## src/shared/bsc_defs.vh

```
// Constants for the boot switch configuration decoder.
`ifndef BSC_DEFS_VH
`define BSC_DEFS_VH

// ==========================================================
// Status word layout and reset values.
`define BSC_STAT_W 16
`define BSC_STAT_POS_LSB 4
`define BSC_STAT_POS_MSB 7
`define BSC_STAT_RST 16'h0000
`define BSC_POS_RST 4'h0

// ==========================================================
// Switch position, low three bits, selects the startup response.
`define BSC_L3_APP 3'h0
`define BSC_L3_TEST_APP 3'h1
`define BSC_L3_CSUM_APP 3'h2
`define BSC_L3_TAPE 3'h3
`define BSC_L3_MONITOR 3'h4
`define BSC_L3_TEST_WAIT 3'h5
`define BSC_L3_WAIT 3'h6
`define BSC_L3_LOOP 3'h7
// Positions below this (low three bits) map the PROM low.
`define BSC_L3_PROM_HIGH 3'h3

// ==========================================================
// Bus size jumper codes (two jumpers, installed reads as 1).
`define BSC_SZ_16 2'h0
`define BSC_SZ_18 2'h1
`define BSC_SZ_22 2'h3

// ==========================================================
// Base address construction, 22-bit.
`define BSC_ADDR_W 22
`define BSC_BASE_LO 22'h3fe000
`define BSC_BASE_HI 22'h3ffa00
`define BSC_BASE_JOUT 22'h000400
`define BSC_BASE_STEP 22'h000020
`define BSC_ID_FIRST_ON 4'h2
// Low address bits that stay inside the board's register window.
`define BSC_WIN_LSB 5

// ==========================================================
// Checksum engine.
`define BSC_WORD_W 16
`define BSC_CK_RST 16'h0000

`endif

```

## src/rtl/bsc_checksum.v

```verilog
// Rotate-and-add PROM checksum engine.
`timescale 1ns/1ns
`include "bsc_defs.vh"

module bsc_checksum (
  // Clock and reset.
  input wire i_clk,
  input wire i_rst_n,
  // Word stream.
  input wire i_start,
  input wire i_valid,
  input wire i_last,
  input wire [`BSC_WORD_W-1:0] i_word,
  // Result.
  output reg o_busy,
  output reg o_done,
  output reg o_ok,
  output reg [`BSC_WORD_W-1:0] o_sum
);

  // ==========================================================
  // Arithmetic.
  // Add with the carry dropped, then rotate left by one bit.
  function [`BSC_WORD_W-1:0] add_rotl;
    input [`BSC_WORD_W-1:0] acc;
    input [`BSC_WORD_W-1:0] word;
    reg [`BSC_WORD_W-1:0] s;
    begin
      s = acc + word;
      add_rotl = {s[`BSC_WORD_W-2:0], s[`BSC_WORD_W-1]};
    end
  endfunction

  // ==========================================================
  // Accumulator.
  // A start clears the sum; the last word holds the expected value.
  always @(posedge i_clk) begin
    if (!i_rst_n) begin
      o_busy <= 1'b0;
      o_done <= 1'b0;
      o_ok <= 1'b0;
      o_sum <= `BSC_CK_RST;
    end else begin
      o_done <= 1'b0;
      if (i_start) begin
        // Fresh run, sum starts at zero.
        o_busy <= 1'b1;
        o_ok <= 1'b0;
        o_sum <= `BSC_CK_RST;
      end else if (o_busy && i_valid) begin
        if (i_last) begin
          // Highest word is the stored checksum, not summed.
          o_busy <= 1'b0;
          o_done <= 1'b1;
          o_ok <= (o_sum == i_word);
        end else begin
          o_sum <= add_rotl(o_sum, i_word);
        end
      end
    end
  end

endmodule // bsc_checksum

```

## src/rtl/bsc_top.v

```verilog
// Boot switch configuration decoder with startup sequencer and base address decode.
`timescale 1ns/1ns
`include "bsc_defs.vh"

module bsc_top (
  // Clock and reset.
  input wire I_CLK,
  input wire I_RST_N,
  // Switches and jumpers (asynchronous pins).
  input wire [3:0] I_BOOT_SW,
  input wire I_FW_AT_POWERUP,
  input wire [1:0] I_BUS_SIZE_J,
  input wire I_BASE_JUMPER,
  input wire [3:0] I_ID_SW,
  // Host bus control and address pins.
  input wire I_BUS_HALT,
  input wire I_BUS_INIT,
  input wire [`BSC_ADDR_W-1:0] I_BUS_ADDR,
  input wire I_BUS_ADDR_VALID,
  // Selftest engine handshake (same clock).
  input wire I_SELFTEST_DONE,
  input wire I_SELFTEST_PASS,
  // Two-port command register write (same clock).
  input wire I_CMD_WR,
  input wire [`BSC_WORD_W-1:0] I_CMD_DATA,
  // PROM word stream for the checksum (same clock).
  input wire I_FW_CK_START,
  input wire I_CK_VALID,
  input wire I_CK_LAST,
  input wire [`BSC_WORD_W-1:0] I_CK_WORD,
  // Decoded configuration.
  output reg [`BSC_STAT_W-1:0] O_STATUS_B,
  output reg O_CFG_VALID,
  output reg O_SI_FIRMWARE,
  output reg O_SI_USER,
  output reg O_PROM_LOW,
  output reg O_BUS_ENABLE,
  output reg [1:0] O_BUS_SIZE,
  output reg [`BSC_ADDR_W-1:0] O_BASE_ADDR,
  output reg O_BUS_SELECT,
  // Startup sequence.
  output reg O_SELFTEST_RUN,
  output reg O_SELFTEST_FAIL,
  output reg O_CK_RUN,
  output reg O_CK_DONE,
  output reg O_CK_OK,
  output reg O_START_USER_APP,
  output reg O_TAPE_BOOT,
  output reg O_ENTER_MONITOR,
  output reg O_WAIT_COMMAND,
  output reg O_CMD_STROBE,
  output reg [`BSC_WORD_W-1:0] O_CMD_VALUE,
  output reg O_USER_SI_EVENT
);

  // ==========================================================
  // Sequencer states, one-hot.
  localparam [7:0] S_SAMPLE = 8'h01;
  localparam [7:0] S_TEST = 8'h02;
  localparam [7:0] S_CSUM = 8'h04;
  localparam [7:0] S_APP = 8'h08;
  localparam [7:0] S_TAPE = 8'h10;
  localparam [7:0] S_MON = 8'h20;
  localparam [7:0] S_WAIT = 8'h40;
  localparam [7:0] S_LOOP = 8'h80;

  // ==========================================================
  // Input synchronisers.
  // All pin levels go through two flops; the address is assumed
  // stable around its valid strobe, so skew between bits is harmless.
  reg [13:0] pin_s1; // First stage, read only by the second.
  reg [13:0] pin_s2; // Second stage, safe to use.
  reg [22:0] adr_s1; // First stage of address and valid.
  reg [22:0] adr_s2; // Second stage of address and valid.

  always @(posedge I_CLK) begin
    if (!I_RST_N) begin
      pin_s1 <= 14'h0000;
      pin_s2 <= 14'h0000;
      adr_s1 <= 23'h000000;
      adr_s2 <= 23'h000000;
    end else begin
      pin_s1 <= {I_BOOT_SW, I_FW_AT_POWERUP, I_BUS_SIZE_J, I_BASE_JUMPER, I_ID_SW, I_BUS_HALT, I_BUS_INIT};
      pin_s2 <= pin_s1;
      adr_s1 <= {I_BUS_ADDR_VALID, I_BUS_ADDR};
      adr_s2 <= adr_s1;
    end
  end

  // Named views of the synchronised pins.
  wire [3:0] sw_pos = pin_s2[13:10];
  wire sw_fw = pin_s2[9];
  wire [1:0] sw_size = pin_s2[8:7];
  wire sw_jmp = pin_s2[6];
  wire [3:0] sw_id = pin_s2[5:2];
  wire si_level = pin_s2[1] | pin_s2[0];

  // ==========================================================
  // Configuration capture.
  // Settings are taken once after reset release, once the synchronisers
  // hold real pin values, and are frozen until the next reset.
  reg [1:0] settle; // Counts synchroniser fill cycles.
  reg [3:0] pos; // Captured boot switch position.
  reg fw_en; // Captured firmware-at-power-up jumper.
  wire settled = (settle == 2'h3);

  always @(posedge I_CLK) begin
    if (!I_RST_N) begin
      settle <= 2'h0;
      pos <= `BSC_POS_RST;
      fw_en <= 1'b0;
      O_CFG_VALID <= 1'b0;
      O_BUS_SIZE <= `BSC_SZ_16;
      O_BUS_ENABLE <= 1'b0;
      O_BASE_ADDR <= {`BSC_ADDR_W{1'b0}};
    end else if (!O_CFG_VALID) begin
      settle <= settle + 2'h1;
      if (settled) begin
        // One capture per reset.
        O_CFG_VALID <= 1'b1;
        pos <= sw_pos;
        fw_en <= sw_fw;
        O_BUS_SIZE <= sw_size;
        O_BUS_ENABLE <= (sw_id >= `BSC_ID_FIRST_ON);
        O_BASE_ADDR <= base_of(sw_id, sw_jmp);
      end
    end
  end

  // ==========================================================
  // Address helpers.
  // Base address from ID switch and jumper; positions 8 and up sit in
  // the upper block, the jumper removed adds a fixed offset.
  function [`BSC_ADDR_W-1:0] base_of;
    input [3:0] id;
    input jmp;
    reg [`BSC_ADDR_W-1:0] b;
    begin
      b = id[3] ? `BSC_BASE_HI : `BSC_BASE_LO;
      b = b + ({18'h00000, id} * `BSC_BASE_STEP);
      base_of = jmp ? b : (b + `BSC_BASE_JOUT);
    end
  endfunction

  // Compare mask for the selected address width.
  function [`BSC_ADDR_W-1:0] size_mask;
    input [1:0] sz;
    begin
      case (sz)
        `BSC_SZ_22: size_mask = 22'h3fffff;
        `BSC_SZ_18: size_mask = 22'h03ffff;
        default: size_mask = 22'h00ffff;
      endcase
    end
  endfunction

  // ==========================================================
  // Host bus select.
  // Only the low 16 or 18 bits count in narrow modes, and the window
  // bits below the base are ignored.
  wire [`BSC_ADDR_W-1:0] cmp_mask = size_mask(O_BUS_SIZE) & ~{{(`BSC_ADDR_W-`BSC_WIN_LSB){1'b0}}, 5'h1f};
  wire addr_hit = ((adr_s2[21:0] ^ O_BASE_ADDR) & cmp_mask) == {`BSC_ADDR_W{1'b0}};

  always @(posedge I_CLK) begin
    if (!I_RST_N) begin
      O_BUS_SELECT <= 1'b0;
    end else begin
      // A disabled interface never answers.
      O_BUS_SELECT <= O_BUS_ENABLE && adr_s2[22] && addr_hit;
    end
  end

  // ==========================================================
  // Position decode.
  wire [2:0] low3 = pos[2:0];
  wire si_none = (low3 == `BSC_L3_LOOP);
  wire pos_tests = (low3 == `BSC_L3_TEST_APP) || (low3 == `BSC_L3_CSUM_APP) || (low3 == `BSC_L3_TAPE) ||
                   (low3 == `BSC_L3_TEST_WAIT) || (low3 == `BSC_L3_LOOP);

  always @(posedge I_CLK) begin
    if (!I_RST_N) begin
      O_STATUS_B <= `BSC_STAT_RST;
      O_SI_FIRMWARE <= 1'b0;
      O_SI_USER <= 1'b0;
      O_PROM_LOW <= 1'b0;
    end else begin
      O_STATUS_B <= `BSC_STAT_RST;
      O_STATUS_B[`BSC_STAT_POS_MSB:`BSC_STAT_POS_LSB] <= pos;
      // Without firmware at power-up the switch has no effect.
      O_SI_FIRMWARE <= O_CFG_VALID && fw_en && !pos[3] && !si_none;
      O_SI_USER <= O_CFG_VALID && fw_en && pos[3] && !si_none;
      O_PROM_LOW <= O_CFG_VALID && fw_en && (low3 < `BSC_L3_PROM_HIGH);
    end
  end

  // ==========================================================
  // Special interrupt edge.
  // A rising halt or init is a special interrupt; firmware handling
  // restarts the response, user handling only signals user code.
  reg si_prev; // Previous synchronised level.
  wire si_rise = si_level && !si_prev;

  always @(posedge I_CLK) begin
    if (!I_RST_N) begin
      si_prev <= 1'b0;
      O_USER_SI_EVENT <= 1'b0;
    end else begin
      si_prev <= si_level;
      O_USER_SI_EVENT <= si_rise && O_SI_USER;
    end
  end

  // ==========================================================
  // Checksum engine, shared by user and firmware PROM checks.
  reg ck_start; // One-cycle start toward the engine.
  wire ck_busy;
  wire ck_done;
  wire ck_ok;

  bsc_checksum u_ck (
    .i_clk(I_CLK),
    .i_rst_n(I_RST_N),
    .i_start(ck_start | I_FW_CK_START),
    .i_valid(I_CK_VALID),
    .i_last(I_CK_LAST),
    .i_word(I_CK_WORD),
    .o_busy(ck_busy),
    .o_done(ck_done),
    .o_ok(ck_ok),
    .o_sum()
  );

  // ==========================================================
  // Startup sequencer.
  reg [7:0] state; // Current state.
  reg [7:0] next_state; // Next state.
  reg next_ck_start; // Next engine start.

  // Where a position goes once its tests are over.
  function [7:0] after_tests;
    input [2:0] l3;
    begin
      case (l3)
        `BSC_L3_CSUM_APP: after_tests = S_CSUM;
        `BSC_L3_TAPE: after_tests = S_TAPE;
        `BSC_L3_TEST_WAIT: after_tests = S_WAIT;
        `BSC_L3_WAIT: after_tests = S_WAIT;
        `BSC_L3_MONITOR: after_tests = S_MON;
        `BSC_L3_LOOP: after_tests = S_LOOP;
        default: after_tests = S_APP;
      endcase
    end
  endfunction

  // Next-state logic.
  always @* begin
    next_state = state;
    next_ck_start = 1'b0;
    case (state)
      S_SAMPLE: begin
        if (O_CFG_VALID) begin
          if (!fw_en) begin
            next_state = S_MON;
          end else if (pos_tests) begin
            next_state = S_TEST;
          end else begin
            next_state = after_tests(low3);
          end
        end
      end
      S_TEST: begin
        // Failure drops to the monitor unless looping.
        if (I_SELFTEST_DONE) begin
          if (low3 == `BSC_L3_LOOP) begin
            next_state = S_LOOP;
          end else if (!I_SELFTEST_PASS) begin
            next_state = S_MON;
          end else begin
            next_state = after_tests(low3);
            next_ck_start = (low3 == `BSC_L3_CSUM_APP);
          end
        end
      end
      S_CSUM: begin
        if (ck_done) begin
          next_state = ck_ok ? S_APP : S_MON;
        end
      end
      S_LOOP: begin
        // Immediately rerun; the loop never boots.
        next_state = S_TEST;
      end
      S_APP, S_TAPE, S_MON, S_WAIT: begin
        next_state = state;
      end
      default: begin
        next_state = S_SAMPLE;
      end
    endcase
    // Firmware-handled special interrupt replays the response.
    if (si_rise && O_SI_FIRMWARE) begin
      next_state = S_SAMPLE;
      next_ck_start = 1'b0;
    end
  end

  // State and engine start registers.
  always @(posedge I_CLK) begin
    if (!I_RST_N) begin
      state <= S_SAMPLE;
      ck_start <= 1'b0;
    end else begin
      state <= next_state;
      ck_start <= next_ck_start;
    end
  end

  // ==========================================================
  // Sequencer outputs and command capture.
  // Waiting positions idle here and strobe out each arbiter write; standalone
  // boards would never get a command, which is the user's to avoid.
  always @(posedge I_CLK) begin
    if (!I_RST_N) begin
      O_SELFTEST_RUN <= 1'b0;
      O_SELFTEST_FAIL <= 1'b0;
      O_CK_RUN <= 1'b0;
      O_CK_DONE <= 1'b0;
      O_CK_OK <= 1'b0;
      O_START_USER_APP <= 1'b0;
      O_TAPE_BOOT <= 1'b0;
      O_ENTER_MONITOR <= 1'b0;
      O_WAIT_COMMAND <= 1'b0;
      O_CMD_STROBE <= 1'b0;
      O_CMD_VALUE <= {`BSC_WORD_W{1'b0}};
    end else begin
      O_SELFTEST_RUN <= (next_state == S_TEST);
      O_CK_RUN <= ck_busy;
      O_START_USER_APP <= (next_state == S_APP);
      O_TAPE_BOOT <= (next_state == S_TAPE);
      O_ENTER_MONITOR <= (next_state == S_MON);
      O_WAIT_COMMAND <= (next_state == S_WAIT);
      O_CMD_STROBE <= 1'b0;
      if (state == S_TEST && I_SELFTEST_DONE) begin
        O_SELFTEST_FAIL <= !I_SELFTEST_PASS;
      end
      if (ck_done) begin
        O_CK_DONE <= 1'b1;
        O_CK_OK <= ck_ok;
      end
      if (state == S_WAIT && I_CMD_WR) begin
        O_CMD_STROBE <= 1'b1;
        O_CMD_VALUE <= I_CMD_DATA;
      end
    end
  end

endmodule // bsc_top

```

## config.mk

```make
export PLATFORM = sky130hd
export DESIGN_NAME = bsc_top
export DESIGN_NICKNAME = d
export VERILOG_FILES = /design/src/rtl/bsc_checksum.v /design/src/rtl/bsc_top.v
export VERILOG_INCLUDE_DIRS = /design/src /design/src/shared
export SDC_FILE = /design/constraint.sdc
export NUM_CORES = 1
export LEC_CHECK = 0
export BUFFER_PORTS_ARGS = -buffer_cell sky130_fd_sc_hd__buf_2
export CAP_MARGIN = 5
export CORE_MARGIN = 3
export CORE_UTILIZATION = 50
export CTS_BUF_LIST = sky130_fd_sc_hd__clkbuf_8
export DETAILED_ROUTE_END_ITERATION = 10
export PLACE_DENSITY = 0.86
export SLEW_MARGIN = 20
export SYNTH_ARGS = -nofsm -noshare
export SYNTH_HDL_FRONTEND = slang
export SYNTH_SLANG_ARGS = --single-unit
```

## constraint.sdc

```tcl
create_clock -name I_CLK -period 5.9 [get_ports I_CLK]
set_clock_uncertainty 0.2 [all_clocks]
set_input_delay 0.295 -clock I_CLK [delete_from_list [all_inputs] [get_ports I_CLK]]
set_output_delay 0.295 -clock I_CLK [all_outputs]
set_load 0.1 [all_outputs]
```

==> results of run 1 <==
==> per-stage QoR <==
step,setup WS (ns),std cells
finish,3.186,958
global route,3.025,958
CTS,3.220,958
detailed placement,3.185,873
global placement,3.198,873
floorplan,3.452,662
==> flip-flops by register name, summed over array words and instances, names as in the netlist, 6 cells and up <==
signal / flops
pin_s1: 14
O_CMD_VALUE: 16
pin_s2: 14
adr_s1: 18
u_ck.o_sum: 16
O_BASE_ADDR: 6
state: 8
adr_s2: 18
==> critical path: stages (launching register included) <==
cell	delay, ns
dfxtp_1	0.33
ha_1	0.18
inv_1	0.07
fa_1	0.42
nor2b_1	0.13
o21ai_0	0.11
a21o_1	0.24
a211o_1	0.31
a21oi_1	0.25
mux2i_1	0.20
o311ai_0	0.13
==> logic make-up after synthesis <==
group,share of synthesized area
and+or+nand+nor,0.2358
muxes,0.006828
buffers and inverters,0.06635
other,0.0006395
AOI/OAI and AO/OA,0.1340
xor gates and xnor gates,0.02390
DFF,0.4950
adders and majority gates,0.03755
==> per-layer routing <==
layer  vias to the layer above  GRT usage
met3                        12    0.06924
met4                         0    0.06730
met5                         -          0
li1                       2444          -
met2                       138     0.3568
met1                      2169     0.2367
==> final cells by class <==
class | instances | area [sq um]
multi-input combinational | 446 | 2633
inverter | 13 | 48.80
sequential | 145 | 2903
clock buffer | 19 | 261.5
fill | 891 | 3805
clock inverter | 12 | 108.9
tap | 140 | 175.2
timing repair buffer | 183 | 1191
==> cell usage in the layout, fill, tap and decap left out, drive strengths merged, types with 3 or more instances in the layout <==
| cell type | netlist | layout |
|---|---|---|
| nor4 | 10 | 10 |
| nor2b | 6 | 6 |
| nand2b | 8 | 8 |
| or4 | 3 | 3 |
| a211oi | 3 | 3 |
| a31oi | 4 | 4 |
| a21o | 3 | 3 |
| clkbuf | 26 | 19 |
| mux2i | 4 | 4 |
| dfxtp | 145 | 145 |
| o211ai | 3 | 3 |
| a21oi | 43 | 43 |
| conb | 1 | 17 |
| and4 | 3 | 3 |
| and2 | 72 | 72 |
| o22ai | 3 | 3 |
| clkinvlp | 0 | 3 |
| ha | 16 | 16 |
| buf | 32 | 129 |
| a211o | 3 | 3 |
| and3 | 3 | 3 |
| xnor2 | 11 | 11 |
| xor2 | 5 | 5 |
| o21ai | 19 | 19 |
| o21a | 4 | 4 |
| nand3 | 9 | 9 |
| inv | 13 | 18 |
| o21bai | 3 | 3 |
| nor2 | 30 | 30 |
| nand4 | 6 | 6 |
| nor3 | 11 | 11 |
| a21boi | 28 | 28 |
| dlygate4sd3 | 0 | 54 |
| nand2 | 95 | 95 |
| clkinv | 0 | 3 |
==> how the worst min path moves through the flow <==
stage | start | endpoint | slack [ns] | cells after the start
2_1_floorplan | I_SELFTEST_PASS | O_SELFTEST_FAIL | 0.18 | 1
3_3_place_gp | pin_s1[2] | pin_s2[2] | 0.22 | 1
3_5_place_dp | pin_s1[1] | pin_s2[1] | 0.22 | 1
4_1_cts | I_CK_VALID | u_ck.o_ok | 0.07 | 4
5_1_grt | I_CK_WORD[1] | u_ck.o_sum[2] | 0.09 | 4
6_report | I_CK_WORD[1] | u_ck.o_sum[2] | 0.1 | 4
==> power by group <==
part           leakage [nW]  switching [W]  total, W  internal [W]
registers              1.18      0.0000228   0.00103       0.00101
logic                  1.79       0.000221  0.000320     0.0000989
clock network         0.188       0.000380  0.000734      0.000355
total                  3.17       0.000623   0.00209       0.00147
==> results.md, run 1 <==
* Status: complete, no violations
* EDFF count, synth at 0
* Placed wire-length estimate at about 8100 microns
* First-pass GRT wire length at between 20000 and 25000 microns
* Setup crit end: u_ck.o_sum[15]
* Worst-path fanout max at 4
* Part of the cycle the worst path needs at 0.4599
* Vias in the first global route at about 4.6k
* # hold bufs at CTS at 54
* Routed len/inst at 13.66 microns
* Post-synthesis sequential area ratio at 0.4950
* Layout cells sized above 1 at 0.2017
* Crit end category: flip-flop
* Synth unique cells at between 50 and 60
* Min-Delay Path Class: input port to flip-flop
* Worst r2r src: u_ck.o_sum[0]
* Initial antenna violation count at 0
* CTS Buffer Depth at 2
* I/O pin cnt at 150
* Setup Buffers After CTS at 0
* Utilization after layout at 0.6580
* Post-synthesis async set-or-reset flop share at 0
* Ant diodes at 0
* Routed Antenna Nets at 0
* Internal reg-to-reg setup slack at between 3 and 4 ns
* Port Buffer Count at 127
* R2R depth at 10
* Pwr Total at roughly 0.0021 W
* Fin area at 0.007321 sq mm
* WHS at ~0.097 ns
* Routability cong. at between 0.8 and 0.9
* CTS tree: done
* DRC Markers at 0
* Post-Synthesis Cells at 646
* Post-DP Area at about 0.0064 sq mm
* Via count at approximately 4.8k
* Synth area leaders: dfxtp_1 (49%), and2_1 (7.7%), nand2_1 (6.1%)
* Synth Register Bits at ~150
* Ys flop type: dfxtp_1
* Top cell type's share of synthesized area at 0.4950
* Clock tree root driver cell: clkbuf_8
* Inserted Clock Buffers at 17
* TritonRoute pass-1 iters at 4
* Fmax at roughly 370 MHz
* Die Ht at between 100 and 150 microns
* Setup violations, final at 0
* Most instantiated library cell after synthesis: dfxtp_1
* Crit path launch: u_ck.o_sum[0]
* Worst Tran Pin Value at roughly 1.1 ns
* Worst EP arrival at about 2.8 ns
* M1 wire length at 5378 microns
* WL final at 13090 microns
* Final Critical Period at about 2.7 ns
* Drt initial violations at roughly 330
* Core ar. at between 0.01 and 0.015 sq mm
* Clock sinks at 145
* Clk_lat worst skew at about 0.44 ns
* Nets at 900
* Startpoint Class: flip-flop
* Worst-path clk slew at 0.09 ns
* Vias per std cell at between 4 and 5
* Met3 WL at 780 microns
* Synthesized area per cell at around 9.1 sq um
* Top Layer Used: met4
* Met2 WL post-DR at about 6800 microns
* Setup CP Type: flip-flop to flip-flop
* Yosys warns at 0
* TNS Setup at 0 ns
* Worst path required time at roughly 6.0 ns
* Gr ovfl total at 0
* RSZ-0062 raised after global routing: false
* Total routing usage reported by global routing at 0.2051
* # rows at 38
* Die ar. at ~0.013 sq mm
* Largest net degree at the start of global routing at approximately 110
* Worst slew margin at 0.2853
* Leak at approximately 3.2 nW
* Die width at between 100 and 150 microns
* Post-Synthesis Cell Area at 0.005864 sq mm
* Peak VDD IR at between 0.2 and 0.25 mV
* CTS HTree Levels at 4
* P&R area growth vs syn at 24.83%
* Commonest cells in the netlist: dfxtp_1 (145), nand2_1 (95), and2_1 (72), a21oi_1 (42), nor2_1 (30)
* Final Hold Fails at 0
* Slew Viols, Final at 0
* Synth area leader: dfxtp_1
* Reg2reg end: u_ck.o_sum[15]
* Max-Cap Viols at 0
* Initial core utilization at 0.5271
* Post-CTS sizing at 0
* PD cells at about 290 mW/mm^2
(Power assumes the default switching activity.)
==> inputs of run 2 (changes only) <==
- clock period: 5.9 -> 2.6 ns (I/O delays scaled with it)
==> results.md, run 2 (synthesis gave the netlist of run 1 again) <==
* Clk_lat worst skew at 0.43 ns (was 0.44 ns)
* Utilization after layout at 0.6662 (was 0.6580)
* Gr ovfl total at 0 (unchanged)
* I/O pin cnt at 150 (unchanged)
* Fmax at roughly 400 MHz
* Die ar. at 0.01306 sq mm (unchanged)
* Part of the cycle the worst path needs at 0.9539
* Die Ht at 114.3 microns (unchanged)
* Leak at 3.212 nW (was 3.165 nW)
* Initial core utilization at 0.5271 (unchanged)
* Core ar. at 0.01113 sq mm (unchanged)
* WL final at 13120 microns (was 13090 microns)
* FF+latch area at 0.002904 sq mm (was 0.002903 sq mm)
* Min-Delay Path Class: input port to flip-flop (unchanged)
* Final Hold Fails at 0 (unchanged)
* Placed wire-length estimate at 8264 microns (was 8137 microns)
* Status: complete, no violations (unchanged)
* Initial antenna violation count at 0 (unchanged)
* Vias in the first global route at 4718 (was 4615)
* Startpoint Class: input port (was flip-flop)
* Clock sinks at 145 (unchanged)
* Internal Power at 0.003182 W (was 0.001466 W)
* PD cells at 617.8 mW/mm^2 (was 285.4 mW/mm^2)
* Worst-path clk slew at 0.08 ns (was 0.09 ns)
* Combinational cell fraction of total power at 0.161 (was 0.153)
* TNS Setup at 0 ns (unchanged)
* Drt initial violations at 292 (was 329)
* DRC Markers at 0 (unchanged)
* Slew Viols, Final at 0 (unchanged)
* # rows at 38 (unchanged)
* Total routing usage reported by global routing at 0.2044 (was 0.2051)
* Worst EP arrival at 2.58 ns (was 2.81 ns)
* First-pass GRT wire length at 21410 microns (was 21290 microns)
* Filler cells at 859 (was 891)
* Via count at 4830 (was 4763)
* Biggest regs: adr_s1 x18, adr_s2 x18 (unchanged)
* Port Buffer Count at 127 (unchanged)
* Ant diodes at 0 (unchanged)
* Layout cells sized above 1 at 0.2103 (was 0.2017)
* RSZ-0062 raised after global routing: false (unchanged)
* Area of the multi-input gates at 0.002641 sq mm (was 0.002633 sq mm)
* Clock tree root driver cell: clkbuf_8 (unchanged)
* Final Critical Period at 2.480 ns
* Routed len/inst at 13.49 microns (was 13.66 microns)
* Die width at 114.3 microns (unchanged)
* Max-Cap Viols at 0 (unchanged)
* Worst Tran Pin Value at 0.5497 ns (was 1.070 ns)
* Nets at 914 (was 900)
* Worst-path fanout max at 4 (unchanged)
* Most frequent cells in the layout: dfxtp_1 (144), buf_2 (127), nand2_1 (95) (was dfxtp_1 (145), buf_2 (127), nand2_1 (95))
* Setup CP Type: input port to flip-flop (was flip-flop to flip-flop)
* Net Sw Power at 0.001398 W (was 0.0006234 W)
* Largest net degree at the start of global routing at 67 (was 114)
* Routability cong. at 0.8749 (was 0.8795)
* Power share of the sequential group at 0.513 (was 0.495)
* CTS tree: done (unchanged)
* Worst slew margin at 0.6326 (was 0.2853)
* TritonRoute pass-1 iters at 4 (unchanged)
* Sw frac at 0.3052 (was 0.2984)
* P&R area growth vs syn at 26.39% (was 24.83%)
* Inserted Clock Buffers at 17 (unchanged)
* Vias per std cell at 4.969 (was 4.972)
* CTS HTree Levels at 4 (unchanged)
* Clock share of power at 0.326 (was 0.352)
* Worst path required time at 2.70 ns (was 5.99 ns)
* Peak VDD IR at 0.5780 mV (was 0.2498 mV)
* Setup violations, final at 0 (unchanged)
* Crit end category: flip-flop (unchanged)
* Commonest non-fill, non-tap cell in the layout: dfxtp_1 (unchanged)
* Routed Antenna Nets at 0 (unchanged)
* CTS Buffer Depth at 2 (unchanged)
[run 2: final timing paths]
kind                               startpoint        endpoint  slack, ns  depth (start not counted)
worst min register to register     pin_s1[11]      pin_s2[11]       0.23                          1
worst max-delay path             I_CK_WORD[0]  u_ck.o_sum[15]       0.12                         12
worst min-delay path             I_CK_WORD[8]   u_ck.o_sum[9]       0.03                          4
worst max register to register  u_ck.o_sum[0]  u_ck.o_sum[15]       0.13                         10
[run 2: metrics by stage]
step | worst slack, ns | total power (W) | std cells | hold slack, ns | area [sq um]
floorplan | 0.1523 | 0.002964 | 662 | 0.01987 | 5924
global placement | 0.06473 | 0.003052 | 879 | 0.1365 | 6455
detailed placement | 0.009718 | 0.003060 | 879 | 0.1381 | 6455
CTS | 0.004391 | 0.004599 | 972 | 0.005081 | 7408
global route | 0.02723 | 0.004769 | 972 | 0.04727 | 7412
finish | 0.1198 | 0.004579 | 972 | 0.02821 | 7412
[run 2: critical path, stage by stage]
cell	delay [ns]
dlygate4sd3_1	0.53
buf_2	0.12
ha_2	0.19
inv_1	0.05
fa_2	0.34
nor2b_1	0.11
o21ai_1	0.08
a21o_1	0.19
a211o_1	0.36
a21oi_2	0.15
mux2i_1	0.20
o311ai_0	0.13
[run 2: power groups by stage]
stage	clock network [W]	registers, W	logic [W]
2_1_floorplan	0	0.00247	0.000496
3_3_place_gp	0	0.00240	0.000654
3_5_place_dp	0	0.00240	0.000660
4_1_cts	0.00152	0.00235	0.000732
5_1_grt	0.00162	0.00236	0.000791
6_report	0.00149	0.00235	0.000739
[run 2: metal layers]
metal  GRT usage  vias up  wire, microns
li1            -     2482              -
met1      0.2290     2196           5415
met2      0.3696      130           6832
met3     0.05391       22            646
met4     0.07759        0            221
met5           0        -              0
[run 2: what timing repair did]
| action | in CTS | in global routing |
|---|---|---|
| endpoints found under the setup margin | 1 | 2 |
| hold buffers | 62 | 0 |
| gates resized for setup | 2 | 3 |
| pin swaps | 0 | 4 |
| setup buffers | 0 | 0 |
| endpoints found under the hold margin | 65 | 0 |
[run 2: area by class of cell]
class                           count  area share
Clock buffer                       17     0.03157
Clock inverter                     14     0.01249
Inverter                           13    0.006583
Multi-Input combinational cell    446      0.3563
Tap cell                          140     0.02363
Timing Repair Buffer              197      0.1776
Sequential cell                   145      0.3918
